===== src/pkg/scomux_pkg.sv =====
// Purpose: Shared constants and types of the shared pin clock output mux
// Assumes: Registers reached by APB, byte address is four times the index
// Notes:   Mode codes are the pin-function field encodings
package scomux_pkg;
	localparam int          ADDR_W        = 18;
	localparam int          DIV_W         = 5;
	localparam logic [15:0] IDX_CSS       = 16'hf06f;
	localparam logic [15:0] IDX_PFM       = 16'hffc0;
	localparam logic [15:0] IDX_PORT      = 16'hffd0;
	localparam logic [17:0] ADDR_CSS      = {IDX_CSS, 2'h0};
	localparam logic [17:0] ADDR_PFM      = {IDX_PFM, 2'h0};
	localparam logic [17:0] ADDR_PORT     = {IDX_PORT, 2'h0};
	localparam int          PFM_LSB       = 0;
	localparam int          CSS_SRC_LSB   = 4;
	localparam int          PORT_DATA_BIT = 0;
	localparam int          PORT_DIR_BIT  = 1;
	localparam int          PORT_PIN_BIT  = 2;
	localparam logic [2:0]  PFM_RST       = 3'h0;
	localparam logic [2:0]  CSS_RST       = 3'h0;
	localparam logic [1:0]  PORT_RST      = 2'h0;
	localparam logic [2:0]  PFM_GP        = 3'h0;
	localparam logic [2:0]  PFM_EVT       = 3'h1;
	localparam logic [1:0]  PFM_TMR_HI    = 2'h1;
	localparam logic [2:0]  PFM_OSC1      = 3'h4;
	localparam logic [2:0]  PFM_OSC2      = 3'h5;
	localparam logic [2:0]  PFM_OSC4      = 3'h6;
	localparam logic [1:0]  SRC_DIV4      = 2'h0;
	localparam logic [1:0]  SRC_DIV8      = 2'h1;
	localparam logic [1:0]  SRC_DIV16     = 2'h2;

	typedef enum logic [6:0] {
		ROLE_GP   = 7'h01,
		ROLE_EVT  = 7'h02,
		ROLE_TMR  = 7'h04,
		ROLE_OSC1 = 7'h08,
		ROLE_OSC2 = 7'h10,
		ROLE_OSC4 = 7'h20,
		ROLE_OFF  = 7'h40
	} scomux_role_t;
endpackage


===== src/pkg/scomux_div_if.sv =====
// Purpose: Carries the divider taps from the divider to the selector
// Assumes: Tap k toggles at the clock rate divided by two to the k plus one
// Notes:   One producer, one consumer
`timescale 1ns/1ps
interface scomux_div_if #(parameter int W = 5);
	logic [W-1:0] tap;
	modport src (output tap);
	modport dst (input tap);
endinterface


===== src/design/scomux_div.sv =====
// Purpose: Free-running binary divider for the clock outputs
// Assumes: Runs on the oscillator clock, which is also the system clock
// Notes:   Never stopped, so a new selection needs no restart
`timescale 1ns/1ps
module scomux_div #(
	parameter int W = 5
) (
	input  wire logic  clk_in,
	input  wire logic  rstn_in,
	scomux_div_if.src  taps_out
);
	logic [W-1:0] cnt;
	logic [W-1:0] next_cnt;

	always_comb begin
		next_cnt = cnt + {{(W-1){1'b0}}, 1'b1};
	end

	always_ff @(posedge clk_in or negedge rstn_in) begin
		if (!rstn_in) begin
			cnt <= '0;
		end else begin
			cnt <= next_cnt;
		end
	end

	assign taps_out.tap = cnt;
endmodule


===== src/design/scomux_top.sv =====
// Purpose: Function selector and clock output mux for one shared pin
// Assumes: MCLK_IN is the oscillator clock and the system clock alike
// Notes:   Undivided output passes MCLK_IN through a mux, so it may glitch on mode change
`timescale 1ns/1ps
module scomux_top
#(
	parameter int DW = scomux_pkg::DIV_W
) (
	input  wire logic                      MCLK_IN,
	input  wire logic                      RSTN_IN,
	input  wire logic                      PSEL_IN,
	input  wire logic                      PENABLE_IN,
	input  wire logic                      PWRITE_IN,
	input  wire logic [scomux_pkg::ADDR_W-1:0] PADDR_IN,
	input  wire logic [31:0]               PWDATA_IN,
	output logic      [31:0]               PRDATA_OUT,
	output logic                           PREADY_OUT,
	output logic                           PSLVERR_OUT,
	input  wire logic                      PIN_IN,
	output logic                           PIN_OUT,
	output logic                           PIN_OE_OUT,
	input  wire logic                      WATCH_CLK_IN,
	input  wire logic                      TIMER_IO_OUT_IN,
	input  wire logic                      TIMER_IO_OE_IN,
	output logic                           TIMER_IO_IN_OUT,
	output logic                           EVENT_OUT
);
	import scomux_pkg::*;

	scomux_div_if #(.W(DW)) div_bus ();
	scomux_div #(.W(DW)) u_div (
		.clk_in   (MCLK_IN),
		.rstn_in  (RSTN_IN),
		.taps_out (div_bus.src)
	);

	logic [2:0]   pfm;
	logic [2:0]   css;
	logic [1:0]   port;
	logic [31:0]  rdata;
	logic         slverr;
	logic [2:0]   next_pfm;
	logic [2:0]   next_css;
	logic [1:0]   next_port;
	logic [31:0]  next_rdata;
	logic         next_slverr;
	logic         setup;
	logic         access_wr;
	logic         hit;

	logic         pin_s1;
	logic         pin_s2;
	logic         watch_s1;
	logic         watch_s2;
	scomux_role_t role;
	scomux_role_t next_role;
	logic         pin_q;
	logic         next_pin_q;
	logic         oe_q;
	logic         next_oe_q;

	assign setup     = PSEL_IN && !PENABLE_IN;
	assign access_wr = PSEL_IN && PENABLE_IN && PWRITE_IN;
	assign hit       = (PADDR_IN == ADDR_CSS) || (PADDR_IN == ADDR_PFM) || (PADDR_IN == ADDR_PORT);

	// Read data and error latched in setup, so the access phase never waits
	always_comb begin
		next_pfm    = pfm;
		next_css    = css;
		next_port   = port;
		next_rdata  = rdata;
		next_slverr = slverr;
		if (setup) begin
			next_slverr = !hit;
			next_rdata  = 32'h0;
			if (PADDR_IN == ADDR_PFM) begin
				next_rdata[PFM_LSB +: 3] = pfm;
			end else if (PADDR_IN == ADDR_CSS) begin
				next_rdata[CSS_SRC_LSB +: 3] = css;
			end else if (PADDR_IN == ADDR_PORT) begin
				next_rdata[PORT_DATA_BIT] = port[0];
				next_rdata[PORT_DIR_BIT]  = port[1];
				next_rdata[PORT_PIN_BIT]  = pin_s2;
			end
		end
		if (access_wr) begin
			if (PADDR_IN == ADDR_PFM) begin
				next_pfm = PWDATA_IN[PFM_LSB +: 3];
			end
			if (PADDR_IN == ADDR_CSS) begin
				next_css = PWDATA_IN[CSS_SRC_LSB +: 3];
			end
			if (PADDR_IN == ADDR_PORT) begin
				next_port = {PWDATA_IN[PORT_DIR_BIT], PWDATA_IN[PORT_DATA_BIT]};
			end
		end
	end

	always_ff @(posedge MCLK_IN or negedge RSTN_IN) begin
		if (!RSTN_IN) begin
			pfm    <= PFM_RST;
			css    <= CSS_RST;
			port   <= PORT_RST;
			rdata  <= 32'h0;
			slverr <= 1'b0;
		end else begin
			pfm    <= next_pfm;
			css    <= next_css;
			port   <= next_port;
			rdata  <= next_rdata;
			slverr <= next_slverr;
		end
	end

	assign PRDATA_OUT  = rdata;
	assign PREADY_OUT  = 1'b1;
	assign PSLVERR_OUT = PSEL_IN && PENABLE_IN && slverr;

	always_ff @(posedge MCLK_IN or negedge RSTN_IN) begin
		if (!RSTN_IN) begin
			pin_s1   <= 1'b0;
			pin_s2   <= 1'b0;
			watch_s1 <= 1'b0;
			watch_s2 <= 1'b0;
		end else begin
			pin_s1   <= PIN_IN;
			pin_s2   <= pin_s1;
			watch_s1 <= WATCH_CLK_IN;
			watch_s2 <= watch_s1;
		end
	end

	// Prohibited code 111 floats the pin rather than guessing a function
	always_comb begin
		next_role = ROLE_OFF;
		case (pfm)
			PFM_GP:   next_role = ROLE_GP;
			PFM_EVT:  next_role = ROLE_EVT;
			PFM_OSC1: next_role = ROLE_OSC1;
			PFM_OSC2: next_role = ROLE_OSC2;
			PFM_OSC4: next_role = ROLE_OSC4;
			default: begin
				if (pfm[2:1] == PFM_TMR_HI) begin
					next_role = ROLE_TMR;
				end else begin
					next_role = ROLE_OFF;
				end
			end
		endcase
	end

	always_comb begin
		next_pin_q = 1'b0;
		next_oe_q  = 1'b1;
		case (role)
			ROLE_GP: begin
				next_pin_q = TIMER_IO_OE_IN ? TIMER_IO_OUT_IN : port[0];
				next_oe_q  = TIMER_IO_OE_IN || port[1];
			end
			ROLE_EVT: next_oe_q = 1'b0;
			ROLE_TMR: begin
				if (css[0]) begin
					next_pin_q = watch_s2;
				end else begin
					case (css[2:1])
						SRC_DIV4:  next_pin_q = div_bus.tap[1];
						SRC_DIV8:  next_pin_q = div_bus.tap[2];
						SRC_DIV16: next_pin_q = div_bus.tap[3];
						default:   next_pin_q = div_bus.tap[4];
					endcase
				end
			end
			ROLE_OSC2: next_pin_q = div_bus.tap[0];
			ROLE_OSC4: next_pin_q = div_bus.tap[1];
			ROLE_OSC1: next_pin_q = 1'b0;
			default:   next_oe_q  = 1'b0;
		endcase
	end

	always_ff @(posedge MCLK_IN or negedge RSTN_IN) begin
		if (!RSTN_IN) begin
			role  <= ROLE_GP;
			pin_q <= 1'b0;
			oe_q  <= 1'b0;
		end else begin
			role  <= next_role;
			pin_q <= next_pin_q;
			oe_q  <= next_oe_q;
		end
	end

	// Undivided clock cannot come from a flop running on the same clock
	assign PIN_OUT         = (role == ROLE_OSC1) ? MCLK_IN : pin_q;
	assign PIN_OE_OUT      = oe_q;
	assign TIMER_IO_IN_OUT = (role == ROLE_GP) ? pin_s2 : 1'b0;
	assign EVENT_OUT       = (role == ROLE_EVT) ? pin_s2 : 1'b0;
endmodule


===== config.mk =====
export PLATFORM = sky130hd
export DESIGN_NAME = scomux_top
export DESIGN_NICKNAME = d
export VERILOG_FILES = /design/src/pkg/scomux_pkg.sv /design/src/pkg/scomux_div_if.sv /design/src/design/scomux_div.sv /design/src/design/scomux_top.sv
export SDC_FILE = /design/constraint.sdc
export NUM_CORES = 1
export LEC_CHECK = 0
export BUFFER_PORTS_ARGS = -buffer_cell sky130_fd_sc_hd__buf_2
export CAP_MARGIN = 25
export CORE_MARGIN = 4
export CORE_UTILIZATION = 30
export CTS_CLUSTER_DIAMETER = 150
export DETAILED_ROUTE_END_ITERATION = 10
export PLACE_DENSITY = 0.69
export SYNTH_ARGS = -nofsm -noshare
export SYNTH_HDL_FRONTEND = slang
export SYNTH_SLANG_ARGS = --single-unit
export TNS_END_PERCENT = 100

===== constraint.sdc =====
create_clock -name MCLK_IN -period 2 [get_ports MCLK_IN]
set_clock_uncertainty 0.2 [all_clocks]
set_input_delay 0.1 -clock MCLK_IN [delete_from_list [all_inputs] [get_ports MCLK_IN]]
set_output_delay 0.1 -clock MCLK_IN [all_outputs]
set_load 0.01 [all_outputs]

Yosys cells after proc, flatten, opt, wreduce, memory -nomap -nowiden
Index checks and enable logic that the tools add are counted.
{"block": "word_totals", "in_bits": 59, "register_bits": 33, "output_inout_bits": 38, "wordCells": 60}
{"block": "op_classes", "reduce_logical": 15, "mux": 15, "n_eq_ne": 16, "add_sub_neg": 1}
{"cell": "== test 18 bit, second input constant", "count": 3}
{"cell": "case mux 7 bit (5 select lines)", "count": 1}
{"cell": "two-way mux 3 bit", "count": 5}
{"cell": "== test 3 bit, second input constant", "count": 3}
{"cell": "== test 7 x 1 -> 1 bit, second input constant", "count": 1}
{"cell": "== test 7 x 2 -> 1 bit, second input constant", "count": 1}
{"cell": "== test 7 x 3 -> 1 bit, second input constant", "count": 1}
{"cell": "== test 7 x 4 -> 1 bit, second input constant", "count": 1}
{"cell": "== test 7 x 5 -> 1 bit, second input constant", "count": 1}
{"cell": "== test 7 x 6 -> 1 bit, second input constant", "count": 1}
{"cell": "two-way mux 7 bit", "count": 1}
{"cell": "AND reduction 2 bit", "count": 3}
{"cell": "adder 5 x 1 -> 5 bit, second input constant", "count": 1}
{"cell": "two-way mux 1 bit", "count": 5}
{"cell": "== test 2 x 1 -> 1 bit, second input constant", "count": 2}
{"cell": "logical AND 1 bit", "count": 4}
{"cell": "case mux 1 bit (4 select lines)", "count": 1}
{"cell": "OR reduction 4 bit", "count": 1}
{"cell": "== test 3 x 1 -> 1 bit, second input constant", "count": 1}
{"cell": "logical NOT 3 bit", "count": 1}
{"cell": "logical OR 1 bit", "count": 3}
{"cell": "case mux 1 bit (3 select lines)", "count": 1}
{"cell": "== test 2 bit, second input constant", "count": 1}
{"cell": "logical NOT 1 bit", "count": 2}
{"cell": "2 further kinds", "count": 2}

Longest topological paths before layout
{"block": "logic_depth", "word_depth": 4, "depth_mapped": 4, "mapped_depth_nobuf": 4}

Hierarchy
From an unflattened synthesis, not the netlist that was laid out.
{"block": "hier_totals", "cells_unflattened": 162, "hier_area_um2": 1737.9}
{"mod": "scomux_top", "cells_per_inst": 150, "n_inst": 1, "seq_area_each_um2": 701.9, "area_each_um2": 1560.2}
{"mod": "scomux_div", "cells_per_inst": 12, "n_inst": 1, "seq_area_each_um2": 125.1, "area_each_um2": 177.7}

==> reports/metrics.csv <==
metric,value,unit
outcome,"finished, final reports clean",
# setup viols final,0,
Vias,1248,
top_reg_cell synth,dfrtp_1,
First DRT Iteration DRCs,46,
r2r worst-path depth,4,
yosys warns,0,
DRC Markers,0,
via/cell ratio,4.36,
Synth area leaders,"dfrtp_1, buf_4, mux2_2",
IO Pins,97,
crit end category,output pin,
R2R Path Start,role[1],
maximum fanout along the worst path,2,
worst skew pair latency,390,ps
DR pass1 iterations,4,
CP endpoint,PIN_OUT,
cell area after synthesis,1680,sq um
Pwr Total,0.00159,W
Final Cycle Share,99.7,%
RSZ-0062 raised after global routing,true,
Final Instance Area,2230,sq um
max cap viols,0,
Buffers on Ports,43,
GP Congestion,0.743,
first-pass GRT wire length,5790,um
fin nets,275,
vias in the first global route,1295,
Pwr Density,715,nW/um^2
worst hold path class,in2reg,
critical path class,reg2out,
share of cells above drive strength 1,35.6,%
max_slew headroom,51.4,%
Tmin final,1990,ps
antenna violations before repair,0,
Tightest Pin Transition,729,ps
Wirelength per Cell,11.8,um
CP Launch Point,role[4],
diode count,0,
Crit path required time,1700,ps
Arrival @ worst endpoint,1690,ps
Std-Cell Rows,26,
CORE AREA,5270,sq um
"Hold Vio Cnt, Final",0,
number of synthesized flops with an enable pin,0,
DIE WIDTH,82.8,um
post-synth top area cell,dfrtp_1,
Clock transition at path regs,70,ps
synth unique cells,38,
achievable frequency,501,MHz
antenna-violating nets left,0,
pin count of the biggest net entering global routing,34,
syn_area_per_cell,11.3,sq um
Reg2Reg Setup Slack,500,ps
final number of max-transition violations,0,
Mapped Cells,149,
worst r2r dst,PIN_OE_OUT,
#FFs+latches synth,33,
Initial Util,31.9,%
Post-DP Area,1870,sq um
WL final,3370,um
GRT Util Overall,10.6,%
Layout area overhead,32.7,%
DP HPWL,2470,um
Worst IR Drop VDD,278,uV
CTS tree,built,
share of the synthesized area in the top cell type,47.7,%
Leak,1.14,nW
Congestion Overflow GR,0,
Critical Path Source Type,flop,
Die H,82.8,um
register area share after synthesis,49.3,%
die area,6860,sq um
Synth async-reset ratio,100,%
synthesized netlist by cell type (3+ instances only):
| library cell | number |
|---|---|
| nor3_1 | 5 |
| inv_1 | 3 |
| nand3b_1 | 3 |
| mux2i_1 | 5 |
| nand3_1 | 4 |
| mux2_2 | 7 |
| and3_1 | 3 |
| xor2_1 | 3 |
| a22o_1 | 3 |
| dfrtp_1 | 32 |
| nand2_1 | 9 |
| nor2_1 | 4 |
| buf_4 | 27 |
| o21ai_0 | 6 |
cells in the final DEF (no fill, tap or decap), types with 2 or more instances in the layout:
| cell type | count |
|---|---|
| nand4b_1 | 2 |
| nand2_1 | 9 |
| inv_1 | 3 |
| and3b_1 | 2 |
| nor2_1 | 4 |
| buf_2 | 42 |
| xor2_1 | 3 |
| mux2i_1 | 5 |
| conb_1 | 27 |
| a22o_1 | 3 |
| nand3_1 | 4 |
| nand3b_1 | 3 |
| nor4_1 | 2 |
| clkbuf_8 | 9 |
| nor3_2 | 2 |
| mux2_2 | 7 |
| and3_1 | 3 |
| nor3_1 | 2 |
| xnor2_1 | 2 |
| nand2b_1 | 2 |
| dfrtp_1 | 31 |
| o21ai_0 | 6 |
| mux2_4 | 2 |
| dlygate4sd3_1 | 14 |
| nor3b_1 | 2 |
| buf_4 | 3 |
per-stage QoR:
stage	util, %	TNS, ps	instances	hold slack, ps	setup slack (ps)
CTS	42.0	-22.0	285	6.97	-22.0
detailed placement	35.6	-1090	258	-5.07	-219
finish	42.3	0	286	12.4	5.88
floorplan	-	-172	174	-396	-69.7
global placement	35.6	-884	258	-5.41	-187
global route	42.3	-85.4	286	32.7	-85.4
cells by family (layout without fill, tap and decap cells):
family / count (synthesis) / in the layout / synth area share [%]
AND/OR/NAND/NOR: 50 / 50 / 18.6
flip-flops: 33 / 33 / 49.3
buffers and inverters: 32 / 74 / 13.2
multiplexers: 15 / 15 / 10.8
AO/OA/AOI/OAI: 11 / 11 / 4.32
XOR/XNOR: 5 / 5 / 2.61
other: 2 / 27 / 0.447
adder cells (fa/ha/maj): 1 / 1 / 0.745
where the power goes:
group | internal [W] | leakage, nW | switching, W
Clock | 0.000536 | 0.0914 | 0.000266
Combinational | 0.0000511 | 0.620 | 0.0000650
Sequential | 0.000674 | 0.429 | 0.00000216
flip-flops by register name (all words and copies together), names as in the netlist:
name / cells
watch_s2: 1
css: 3
pin_s1: 1
port: 2
pin_q: 1
role: 7
u_div.taps_out.tap: 5
slverr: 1
watch_s1: 1
PIN_OE_OUT: 1
pin_s2: 1
PRDATA_OUT: 6
pfm: 3
routing by layer:
layer | part of all wire (%) | track usage, % | up-vias
met5 | 0 | 0 | -
met4 | 2.2 | 6.54 | 0
met3 | 8.4 | 4.26 | 7
met2 | 49 | 16.8 | 55
met1 | 40 | 11.9 | 584
li1 | - | - | 602
critical path, stage by stage (launching register included):
cell      delay (ps)
dfrtp_2          420
nor3_4           210
nor2b_4          180
nand3b_1          90
mux2_2           290
buf_6            120
how the worst min path moves through the flow:
stage / startpoint / cells after the start / to / slack (ps)
6_report: PSEL_IN / 4 / PRDATA_OUT[2] / 10
4_1_cts: PSEL_IN / 4 / PRDATA_OUT[0] / 7
2_1_floorplan: RSTN_IN / 0 / PIN_OE_OUT / -400
5_1_grt: PADDR_IN[4] / 4 / pfm[0] / 30
3_5_place_dp: RSTN_IN / 1 / PIN_OE_OUT / -5
3_3_place_gp: RSTN_IN / 1 / u_div.taps_out.tap[4] / -5
cell type report:
cell class / count / area [sq um]
clock buffers: 11 / 139
clock inverters: 1 / 30.0
fillers: 515 / 3040
inverters: 3 / 11.3
multi-input cells: 109 / 759
flip-flops and latches: 33 / 828
well taps: 70 / 87.6
repair buffers: 59 / 373
repair_timing:
action | 4_1_cts | 5_1_grt
hold buffers | 14 | 0
buffers inserted | 2 | 1
gates resized for setup | 6 | 2
setup endpoints to repair | 1 | 3
pin swaps | 1 | 1
hold endpoints to repair | 49 | 0
(Power assumes the default switching activity.)
